$ cat config.mk
export PLATFORM = sky130hd
export DESIGN_NAME = psw_sleep_wake
export DESIGN_NICKNAME = d
export VERILOG_FILES = /design/src/logic/psw_sleep_wake.v
export VERILOG_INCLUDE_DIRS = /design/src /design/src/logic
export SDC_FILE = /design/constraint.sdc
export NUM_CORES = 2
export LEC_CHECK = 0
export BUFFER_PORTS_ARGS = -buffer_cell sky130_fd_sc_hd__buf_2
export CORE_AREA = 2 2 282 201
export DETAILED_ROUTE_END_ITERATION = 6
export DIE_AREA = 0 0 284 203
export MAX_ROUTING_LAYER = met4
export PLACE_DENSITY = 0.8
export SLEW_MARGIN = 30
export SYNTH_ARGS = -nofsm -noshare
export SYNTH_HDL_FRONTEND = slang
export SYNTH_SLANG_ARGS = --single-unit
$ cat constraint.sdc
create_clock -name aclk -period 17.2 [get_ports aclk]
set_input_delay 4.3 -clock aclk [delete_from_list [all_inputs] [get_ports aclk]]
set_output_delay 4.3 -clock aclk [all_outputs]
set_load 0.005 [all_outputs]
$ cat src/logic/psw_regs.vh
`ifndef PSW_REGS_VH
`define PSW_REGS_VH
// Register byte offsets.
`define PSW_CTRL_OFS      8'h00
`define PSW_MODE_OFS      8'h04
`define PSW_SLP_DLY_OFS   8'h08
`define PSW_WAK_DLY_OFS   8'h0C
`define PSW_SLP_LVL_OFS   8'h10
`define PSW_SLP_SPD_OFS   8'h14
`define PSW_SLP_PWR_OFS   8'h18
`define PSW_WAK_LVL_OFS   8'h1C
`define PSW_WAK_ERR_OFS   8'h20
`define PSW_BST_SPD_OFS   8'h24
`define PSW_BST_TIM_OFS   8'h28
`define PSW_SNS_LO_OFS    8'h2C
`define PSW_SNS_HI_OFS    8'h30
`define PSW_STAT_OFS      8'h34
// Sleep detection modes.
`define PSW_DET_NONE      3'h0
`define PSW_DET_SWITCH    3'h1
`define PSW_DET_FLOW      3'h2
`define PSW_DET_SPEED     3'h3
`define PSW_DET_POWER     3'h4
`define PSW_DET_MULTI     3'h5
// Sensor sources.
`define PSW_SNS_NONE      2'h0
`define PSW_SNS_ANALOG    2'h1
`define PSW_SNS_VIRTUAL   2'h2
`define PSW_SNS_PULSE     2'h3
// Switch sources.
`define PSW_SW_NONE       2'h0
`define PSW_SW_INPUT      2'h1
`define PSW_SW_CMD        2'h2
// Control field positions.
`define PSW_CTRL_FB_BIT   0
`define PSW_CTRL_INV_BIT  1
`define PSW_CTRL_WERR_BIT 2
// Control tick: 10 us at 100 MHz, so delay settings count in 10 us steps.
`define PSW_TICK_NS       10000
`define PSW_CLK_NS        10
`define PSW_TICK_CYC      (`PSW_TICK_NS / `PSW_CLK_NS)
`endif

$ cat src/logic/psw_sleep_wake.v
// Decided for this implementation: the placing of the registers and the AXI4-Lite interface to the registers.
`timescale 1ns/1ps
`include "psw_regs.vh"
// Notes on behaviour
// - With no feedback source assigned, the function stays inert.
// - From run, sleep only when no wake condition and sleep condition outlasts delay.
// - Flow mode: sleep condition while sensor value below sleep level.
// - Switch mode: sleep condition when selected switch input is active.
// - Speed mode: sleep condition while output frequency below sleep speed.
// - Power mode: sleep condition while output power below sleep power.
// - Multiple mode ORs switch, flow, speed and power conditions.
// - Wake after wake condition outlasts wake delay, then resume PID.
// - Level wake, direct action: feedback below wake level.
// - Level wake, reverse action: feedback above wake level.
// - Error wake, direct action: feedback below reference minus error.
// - Error wake, reverse action: feedback above reference plus error.
// - On sleep from run, run boost speed for boost time, then stop motor.
// - Boost time zero skips boost and stops directly.
// - Run order in auto with wake condition starts PID at once.
// - Run order in auto without wake condition sleeps, no boost.
// - Switch to auto while running stays running under PID.
// - PID control mode needs PID configured, channel 1 and auto.
// - Switch source selectable: none, digital input or command bit.
// - Sensor source selectable: none, analog, virtual analog or pulse.
// - Sensor scaled with lowest/highest process pair per source.
// - Detection mode resets to not configured, disabling the sleep condition.
module psw_sleep_wake
(
   input  wire        aclk,
   input  wire        aresetn,
   input  wire [7:0]  s_axi_awaddr,
   input  wire        s_axi_awvalid,
   output reg         s_axi_awready,
   input  wire [31:0] s_axi_wdata,
   input  wire [3:0]  s_axi_wstrb,
   input  wire        s_axi_wvalid,
   output reg         s_axi_wready,
   output reg  [1:0]  s_axi_bresp,
   output reg         s_axi_bvalid,
   input  wire        s_axi_bready,
   input  wire [7:0]  s_axi_araddr,
   input  wire        s_axi_arvalid,
   output reg         s_axi_arready,
   output reg  [31:0] s_axi_rdata,
   output reg  [1:0]  s_axi_rresp,
   output reg         s_axi_rvalid,
   input  wire        s_axi_rready,
   input  wire        run_order,
   input  wire        channel1_sel,
   input  wire        pid_auto,
   input  wire        motor_running,
   input  wire        sleep_switch_in,
   input  wire        sleep_cmd_bit,
   input  wire [15:0] sensor_analog,
   input  wire [15:0] sensor_virtual,
   input  wire [15:0] sensor_pulse,
   input  wire [15:0] out_freq,
   input  wire [15:0] out_power,
   input  wire [15:0] pid_feedback,
   input  wire [15:0] pid_reference,
   output reg         pid_run_q,
   output reg         boost_q,
   output reg  [15:0] boost_speed_q,
   output reg         motor_stop_q,
   output reg         asleep_q
);

   localparam [3:0] ST_IDLE  = 4'b0001;
   localparam [3:0] ST_RUN   = 4'b0010;
   localparam [3:0] ST_BOOST = 4'b0100;
   localparam [3:0] ST_SLEEP = 4'b1000;
   localparam [16:0] TICK_MAX = `PSW_TICK_CYC - 1;

   reg [2:0]  ctrl_q;
   reg [2:0]  det_mode_q;
   reg [1:0]  sns_src_q;
   reg [1:0]  sw_src_q;
   reg [15:0] slp_dly_q;
   reg [15:0] wak_dly_q;
   reg [15:0] slp_lvl_q;
   reg [15:0] slp_spd_q;
   reg [15:0] slp_pwr_q;
   reg [15:0] wak_lvl_q;
   reg [15:0] wak_err_q;
   reg [15:0] bst_spd_q;
   reg [15:0] bst_tim_q;
   reg [15:0] sns_lo_q [0:2];
   reg [15:0] sns_hi_q [0:2];
   reg [3:0]  state_q;
   reg [16:0] tick_cnt_q;
   reg        tick_q;
   reg [15:0] slp_cnt_q;
   reg [15:0] wak_cnt_q;
   reg [15:0] bst_cnt_q;
   reg        run_prev_q;
   reg        auto_prev_q;
   reg [7:0]  aw_addr_q;
   reg [31:0] w_data_q;
   reg        aw_have_q;
   reg        w_have_q;

   // Linear scale of a raw 0..FFFF reading into the lo..hi process span.
   function [15:0] scale;
      input [15:0] raw;
      input [15:0] lo;
      input [15:0] hi;
      reg   [31:0] prod;
      begin
         prod  = $signed({hi[15], hi}) - $signed({lo[15], lo});
         prod  = $signed(prod[16:0]) * $signed({1'b0, raw});
         scale = lo + prod[31:16];
      end
   endfunction

   // Signed compare a < b.
   function lt;
      input [15:0] a;
      input [15:0] b;
      begin
         lt = $signed(a) < $signed(b);
      end
   endfunction

   wire fb_assigned = ctrl_q[`PSW_CTRL_FB_BIT];
   wire pid_inv     = ctrl_q[`PSW_CTRL_INV_BIT];
   wire wake_err    = ctrl_q[`PSW_CTRL_WERR_BIT];

   wire pid_mode = fb_assigned & channel1_sel & pid_auto;

   wire sw_act = (sw_src_q == `PSW_SW_INPUT) ? sleep_switch_in :
                 (sw_src_q == `PSW_SW_CMD)   ? sleep_cmd_bit : 1'b0;

   reg [15:0] sns_raw;
   reg [1:0]  sns_idx;
   always @*
   begin
      sns_raw = sensor_analog;
      sns_idx = 2'd0;
      case (sns_src_q)
         `PSW_SNS_VIRTUAL:
         begin
            sns_raw = sensor_virtual;
            sns_idx = 2'd1;
         end
         `PSW_SNS_PULSE:
         begin
            sns_raw = sensor_pulse;
            sns_idx = 2'd2;
         end
         default:
         begin
            sns_raw = sensor_analog;
            sns_idx = 2'd0;
         end
      endcase
   end

   wire [15:0] sns_val = scale(sns_raw, sns_lo_q[sns_idx], sns_hi_q[sns_idx]);

   wire c_flow  = (sns_src_q != `PSW_SNS_NONE) & lt(sns_val, slp_lvl_q);
   wire c_speed = out_freq < slp_spd_q;
   wire c_power = out_power < slp_pwr_q;

   reg sleep_cond;
   always @*
   begin
      case (det_mode_q)
         `PSW_DET_SWITCH: sleep_cond = sw_act;
         `PSW_DET_FLOW:   sleep_cond = c_flow;
         `PSW_DET_SPEED:  sleep_cond = c_speed;
         `PSW_DET_POWER:  sleep_cond = c_power;
         `PSW_DET_MULTI:  sleep_cond = sw_act | c_flow | c_speed | c_power;
         default:         sleep_cond = 1'b0;
      endcase
   end

   // Widened by one bit so reference plus or minus error cannot wrap.
   wire [16:0] ref_lo = {pid_reference[15], pid_reference}
                      - {wak_err_q[15], wak_err_q};
   wire [16:0] ref_hi = {pid_reference[15], pid_reference}
                      + {wak_err_q[15], wak_err_q};
   wire [16:0] fb_x   = {pid_feedback[15], pid_feedback};
   wire [16:0] lvl_x  = {wak_lvl_q[15], wak_lvl_q};
   wire wake_cond = wake_err ?
      (pid_inv ? ($signed(fb_x) > $signed(ref_hi))
               : ($signed(fb_x) < $signed(ref_lo))) :
      (pid_inv ? ($signed(fb_x) > $signed(lvl_x))
               : ($signed(fb_x) < $signed(lvl_x)));

   wire slp_done = slp_cnt_q > slp_dly_q;
   wire wak_done = wak_cnt_q > wak_dly_q;

   // Supervisory sequence; run, boost and sleep advance on the control tick, idle on any clock.
   always @(posedge aclk)
   begin
      if (!aresetn)
      begin
         tick_cnt_q    <= 17'h0_0000;
         tick_q        <= 1'b0;
         state_q       <= ST_IDLE;
         slp_cnt_q     <= 16'h0000;
         wak_cnt_q     <= 16'h0000;
         bst_cnt_q     <= 16'h0000;
         run_prev_q    <= 1'b0;
         auto_prev_q   <= 1'b0;
         pid_run_q     <= 1'b0;
         boost_q       <= 1'b0;
         boost_speed_q <= 16'h0000;
         motor_stop_q  <= 1'b0;
         asleep_q      <= 1'b0;
      end
      else
      begin
         tick_q     <= (tick_cnt_q == TICK_MAX);
         tick_cnt_q <= (tick_cnt_q == TICK_MAX) ? 17'h0_0000
                                                : tick_cnt_q + 17'h0_0001;
         run_prev_q  <= run_order;
         auto_prev_q <= pid_mode;
         if (!pid_mode || !run_order)
         begin
            state_q <= ST_IDLE;
            slp_cnt_q <= 16'h0000;
            wak_cnt_q <= 16'h0000;
         end
         else
         begin
            case (state_q)
               ST_IDLE:
               begin
                  if (run_prev_q && motor_running)
                     state_q <= ST_RUN;
                  else if (wake_cond)
                     state_q <= ST_RUN;
                  else
                     state_q <= ST_SLEEP;
               end
               ST_RUN:
               if (tick_q)
               begin
                  if (sleep_cond && !wake_cond && slp_cnt_q != 16'hFFFF)
                     slp_cnt_q <= slp_cnt_q + 16'h0001;
                  else if (!(sleep_cond && !wake_cond))
                     slp_cnt_q <= 16'h0000;
                  if (sleep_cond && !wake_cond && slp_done)
                  begin
                     slp_cnt_q <= 16'h0000;
                     bst_cnt_q <= 16'h0000;
                     state_q <= (bst_tim_q == 16'h0000) ? ST_SLEEP
                                                        : ST_BOOST;
                  end
               end
               ST_BOOST:
               if (tick_q)
               begin
                  bst_cnt_q <= bst_cnt_q + 16'h0001;
                  if (bst_cnt_q + 16'h0001 >= bst_tim_q)
                     state_q <= ST_SLEEP;
               end
               ST_SLEEP:
               if (tick_q)
               begin
                  if (wake_cond && wak_cnt_q != 16'hFFFF)
                     wak_cnt_q <= wak_cnt_q + 16'h0001;
                  else if (!wake_cond)
                     wak_cnt_q <= 16'h0000;
                  if (wake_cond && wak_done)
                  begin
                     wak_cnt_q <= 16'h0000;
                     state_q   <= ST_RUN;
                  end
               end
               default:
                  state_q <= ST_IDLE;
            endcase
         end
         pid_run_q     <= (state_q == ST_RUN);
         boost_q       <= (state_q == ST_BOOST);
         boost_speed_q <= (state_q == ST_BOOST) ? bst_spd_q : 16'h0000;
         motor_stop_q  <= (state_q == ST_SLEEP);
         asleep_q      <= (state_q == ST_SLEEP) || (state_q == ST_BOOST);
      end
   end

   // AXI4-Lite slave: one write and one read at a time.
   wire [7:0]  wr_addr = aw_have_q ? aw_addr_q : s_axi_awaddr;
   wire [31:0] wr_data = w_have_q ? w_data_q : s_axi_wdata;
   wire aw_ok = aw_have_q | (s_axi_awvalid & s_axi_awready);
   wire w_ok  = w_have_q | (s_axi_wvalid & s_axi_wready);
   wire do_wr = aw_ok & w_ok & ~s_axi_bvalid;
   integer i;

   always @(posedge aclk)
   begin
      if (!aresetn)
      begin
         s_axi_awready <= 1'b0;
         s_axi_wready  <= 1'b0;
         s_axi_bvalid  <= 1'b0;
         s_axi_bresp   <= 2'b00;
         aw_have_q     <= 1'b0;
         w_have_q      <= 1'b0;
         aw_addr_q     <= 8'h00;
         w_data_q      <= 32'h0000_0000;
         ctrl_q        <= 3'h0;
         det_mode_q    <= `PSW_DET_NONE;
         sns_src_q     <= `PSW_SNS_NONE;
         sw_src_q      <= `PSW_SW_NONE;
         slp_dly_q     <= 16'h0000;
         wak_dly_q     <= 16'h0000;
         slp_lvl_q     <= 16'h0000;
         slp_spd_q     <= 16'h0000;
         slp_pwr_q     <= 16'h0000;
         wak_lvl_q     <= 16'h0000;
         wak_err_q     <= 16'h0000;
         bst_spd_q     <= 16'h0000;
         bst_tim_q     <= 16'h0000;
         for (i = 0; i < 3; i = i + 1)
         begin
            sns_lo_q[i] <= 16'h0000;
            sns_hi_q[i] <= 16'h0000;
         end
      end
      else
      begin
         s_axi_awready <= ~aw_ok & ~s_axi_awready & ~s_axi_bvalid;
         s_axi_wready  <= ~w_ok & ~s_axi_wready & ~s_axi_bvalid;
         if (s_axi_awvalid & s_axi_awready)
         begin
            aw_have_q <= 1'b1;
            aw_addr_q <= s_axi_awaddr;
         end
         if (s_axi_wvalid & s_axi_wready)
         begin
            w_have_q <= 1'b1;
            w_data_q <= s_axi_wdata;
         end
         if (s_axi_bvalid & s_axi_bready)
            s_axi_bvalid <= 1'b0;
         if (do_wr)
         begin
            aw_have_q     <= 1'b0;
            w_have_q      <= 1'b0;
            s_axi_awready <= 1'b0;
            s_axi_wready  <= 1'b0;
            s_axi_bvalid  <= 1'b1;
            s_axi_bresp   <= 2'b00;
            // DECERR on unmapped or read-only offsets.
            case (wr_addr)
               `PSW_CTRL_OFS:    ctrl_q    <= wr_data[2:0];
               `PSW_MODE_OFS:
               begin
                  det_mode_q <= wr_data[2:0];
                  sns_src_q  <= wr_data[5:4];
                  sw_src_q   <= wr_data[9:8];
               end
               `PSW_SLP_DLY_OFS: slp_dly_q <= wr_data[15:0];
               `PSW_WAK_DLY_OFS: wak_dly_q <= wr_data[15:0];
               `PSW_SLP_LVL_OFS: slp_lvl_q <= wr_data[15:0];
               `PSW_SLP_SPD_OFS: slp_spd_q <= wr_data[15:0];
               `PSW_SLP_PWR_OFS: slp_pwr_q <= wr_data[15:0];
               `PSW_WAK_LVL_OFS: wak_lvl_q <= wr_data[15:0];
               `PSW_WAK_ERR_OFS: wak_err_q <= wr_data[15:0];
               `PSW_BST_SPD_OFS: bst_spd_q <= wr_data[15:0];
               `PSW_BST_TIM_OFS: bst_tim_q <= wr_data[15:0];
               `PSW_SNS_LO_OFS:
                  if (wr_data[31:30] < 2'd3)
                     sns_lo_q[wr_data[31:30]] <= wr_data[15:0];
               `PSW_SNS_HI_OFS:
                  if (wr_data[31:30] < 2'd3)
                     sns_hi_q[wr_data[31:30]] <= wr_data[15:0];
               default:          s_axi_bresp <= 2'b11;
            endcase
         end
      end
   end

   reg [31:0] rd_data;
   reg        rd_ok;
   always @*
   begin
      rd_ok = 1'b1;
      case (s_axi_araddr)
         `PSW_CTRL_OFS:    rd_data = {29'h0, ctrl_q};
         `PSW_MODE_OFS:    rd_data = {22'h0, sw_src_q, 2'h0, sns_src_q,
                                      1'b0, det_mode_q};
         `PSW_SLP_DLY_OFS: rd_data = {16'h0000, slp_dly_q};
         `PSW_WAK_DLY_OFS: rd_data = {16'h0000, wak_dly_q};
         `PSW_SLP_LVL_OFS: rd_data = {16'h0000, slp_lvl_q};
         `PSW_SLP_SPD_OFS: rd_data = {16'h0000, slp_spd_q};
         `PSW_SLP_PWR_OFS: rd_data = {16'h0000, slp_pwr_q};
         `PSW_WAK_LVL_OFS: rd_data = {16'h0000, wak_lvl_q};
         `PSW_WAK_ERR_OFS: rd_data = {16'h0000, wak_err_q};
         `PSW_BST_SPD_OFS: rd_data = {16'h0000, bst_spd_q};
         `PSW_BST_TIM_OFS: rd_data = {16'h0000, bst_tim_q};
         `PSW_SNS_LO_OFS:  rd_data = {16'h0000, sns_lo_q[sns_idx]};
         `PSW_SNS_HI_OFS:  rd_data = {16'h0000, sns_hi_q[sns_idx]};
         `PSW_STAT_OFS:    rd_data = {sns_val, 8'h00, wake_cond,
                                      sleep_cond, pid_mode, 1'b0, state_q};
         default:
         begin
            rd_data = 32'h0000_0000;
            rd_ok   = 1'b0;
         end
      endcase
   end

   always @(posedge aclk)
   begin
      if (!aresetn)
      begin
         s_axi_arready <= 1'b0;
         s_axi_rvalid  <= 1'b0;
         s_axi_rdata   <= 32'h0000_0000;
         s_axi_rresp   <= 2'b00;
      end
      else
      begin
         s_axi_arready <= ~s_axi_arready & ~s_axi_rvalid & s_axi_arvalid;
         if (s_axi_arvalid & s_axi_arready)
         begin
            s_axi_rvalid <= 1'b1;
            s_axi_rdata  <= rd_data;
            s_axi_rresp  <= rd_ok ? 2'b00 : 2'b11;
         end
         else if (s_axi_rvalid & s_axi_rready)
            s_axi_rvalid <= 1'b0;
      end
   end

endmodule

==> impl_metrics.toml <==
[clock_network]
root_buffer = "clkbuf_16"
clk_latency_ps = 580
cts-buffers-inserted = 36
ctsHtreeMaxLevel = 2
clock-sinks = 408
clock_path_buffers = 3
post_cts_buffers = 0
cts_tree = "built"
hold_buffers = 0
cts_resized = 0
clk_pin_slew_worst_paths_ps = 70

[synth]
synth-xor-area-share_pct = 4.171
synth-seq-cells = 408
syn-num-nets = 4546
muxShareOfSynthArea_pct = 1.990
synthesis.area_um2 = 33210
synth_top_family_by_area = "adder cells"
yosys_warnings = 0
synth_edf_count = 96
synthArstFlopShare_pct = 0
synth_compound_area_share_pct = 14.77
syn_inst = 3810
synth-simple-area-share_pct = 16.59
synthTopCellsByArea = "dfxtp_1 (19%), fa_1 (16%), ha_1 (11%), edfxtp_1 (8.7%), nor2_1 (6.5%)"
synth_commonest_cells = "nor2_1 (577), inv_1 (518), nand2_1 (324)"
synthAdderAreaFrac_pct = 27.14
synth_cell_types = 87
yosysMostFrequentCell = "nor2_1"
syn-mean-instance-area_um2 = 8.715
ys.flop_type = "dfxtp_1"
yosysSeqAreaShare_pct = 27.49
synth.top_cell.area_share_pct = 18.81
yosys.area.top_type = "dfxtp_1"

[placed_design]
io_buffers = 219
dp_hpwl_um = 80680
gp_congestion = 1.049

[layout]
fin_nets = 4699
area_growth_syn_to_layout_pct = 10.08
drive_gt1_share_pct = 10.68
fillers = 4452

[setup_path]
reg2reg_slack_ps = 1940
crit_start = "sns_src_q[0]"
cpPeakStageDelay_ps = 810
path_max_fanout = 32
r2r_start = "sns_src_q[0]"
required_ps = 17620
crit_type = "reg -> reg"
r2r_cells = 53
worstPathArrival_ps = 15680
path_common_cell = "fa_1"
worstSetupStartpointType = "flip-flop"
r2r-end = "slp_cnt_q[1]"
worst_path_max_delay_cell = "dfxtp_2"
worstSetupEndpointType = "flip-flop"

[timing]
finClkSkew_ps = 34.01
fin_crit_sh_pct = 88.70
finalSetupTns_ps = 0
max_freq_mhz = 65.54
setup_viol = 0
slew_headroom_pct = 27.24
worstMarginPinSlew_ps = 1069
final_max_slew_viol_count = 0
hold_violations = 0
grt_setup_unrepaired = "false"
min_period_ps = 15260

[routing]
drc = 10
vias_per_cell = 6.079
first_pass_iters = 7
drt_wl_total_um = 104100
drt_iter0_markers = 3192
vias = 28770
ant_nets = 0
wl_per_cell_um = 21.99

[grt]
grt_antenna_before_repair = 3
grt_pass1_vias = 27520
grt_start_max_net_pins = 131
grt_pass1_wl_um = 160300
globalRouteOverflowTotal = 0
track_usage_pct = 37.16

[floorplanning]
ios = 238
die_area_um2 = 57650
die_h_um = 203
rows = 72
coreArea_um2 = 54770
start_util_pct = 60.62
fp.dieW_um = 284

[min_path]
min_path_type = "reg -> reg"
hold_depth = 2
whs_endpoint = "s_axi_rdata[9]"
hp-start = "s_axi_rdata[9]"

[run_status]
outcome = "finished, violations left"
failed_checks = "DRC"

[flow_run]
max_cap_violations = 0
## metal layers
| metal | track usage [%] | vias to the layer above | part of all wire [%] |
|---|---|---|---|
| li1 | - | 13080 | - |
| met1 | 52.94 | 13620 | 42 |
| met2 | 50.21 | 1812 | 39 |
| met3 | 11.98 | 254 | 15 |
| met4 | 10.55 | 0 | 3.3 |
| met5 | - | - | 0 |
## cell usage in the layout, fill, tap and decap left out, types with 8 or more instances in the layout
cell,netlist,layout
a211oi_1,162,162
a21o_1,52,52
a21oi_1,163,157
a221oi_1,35,35
a222oi_1,8,8
a22o_1,14,14
a22oi_1,52,52
a31oi_1,9,9
and2_1,49,49
and3_1,31,31
buf_2,15,219
buf_4,3,56
clkbuf_16,0,36
dfxtp_1,312,310
edfxtp_1,96,96
fa_1,269,269
ha_1,290,290
inv_1,518,517
mux2i_1,66,50
mux2i_4,0,10
nand2_1,324,324
nand2b_1,28,28
nand3_1,72,72
nand4_1,33,33
nor2_1,577,563
nor2_2,0,11
nor2b_1,23,23
nor3_1,36,35
nor4_1,8,8
o21a_1,13,13
o21ai_0,78,75
o21ai_1,23,25
o21bai_1,9,9
or3_1,9,9
xnor2_1,95,94
xor2_1,52,51
## state kept, by name, indices dropped and copies added (netlist names), 17 cells and up
register and count:
sns_hi_q 48, sns_lo_q 48, w_data_q 18, s_axi_rdata 32, tick_cnt_q 17
## kinds of logic after synthesis
| kind of cell | Yosys count |
|---|---|
| xor+xnor | 153 |
| flops | 408 |
| compound gates | 703 |
| simple gates | 1240 |
| buf+inv | 681 |
| fa+ha+maj | 559 |
| mux | 66 |
## critical path: cells and delay by family, from the launching register on
family | cells | cell delay (ps)
adder cells (fa/ha/maj) | 10 | 4370
flip-flops | 1 | 810
multiplexers | 2 | 370
AND/OR/NAND/NOR | 11 | 2190
XOR/XNOR | 2 | 980
AO/OA/AOI/OAI | 22 | 5440
buffers and inverters | 6 | 900
## how the worst max path moves through the flow
| stage | to | slack [ps] | cells past startpoint |
|---|---|---|---|
| after floorplan | slp_cnt_q[4] | 3780 | 43 |
| after global placement | slp_cnt_q[1] | 1810 | 41 |
| after detailed placement | slp_cnt_q[1] | 1600 | 43 |
| after CTS | slp_cnt_q[1] | 2160 | 43 |
| after global routing | slp_cnt_q[1] | 1270 | 54 |
| final | slp_cnt_q[1] | 1940 | 53 |
## area by class of cell
type / count / area [um^2] / share of cell area, %
multi-input combinational: 2721 / 21740 / 59.48
sequential: 408 / 9134 / 24.99
inverter: 519 / 1956 / 5.350
timing repair buffer: 277 / 1543 / 4.220
clock buffer: 48 / 1006 / 2.752
tap: 740 / 925.9 / 2.533
clock inverter: 15 / 235.2 / 0.6435
antenna: 5 / 12.51 / 0.03423
## through the flow
step,hold WS (ps),worst slack [ps],cell area (um^2),utilization (%),std cells
floorplan,413.2,3777,33210,-,3810
global placement,422.1,1805,35170,64.21,4663
detailed placement,443.3,1600,35240,64.35,4665
CTS,453.5,2158,36490,66.61,4728
global route,476.2,1272,36550,66.73,4732
finish,453.5,1943,36550,66.74,4733
Power is left out: the tool's default activity adds up to more than one toggle a clock period on the data nets, which glitch-free logic cannot reach.
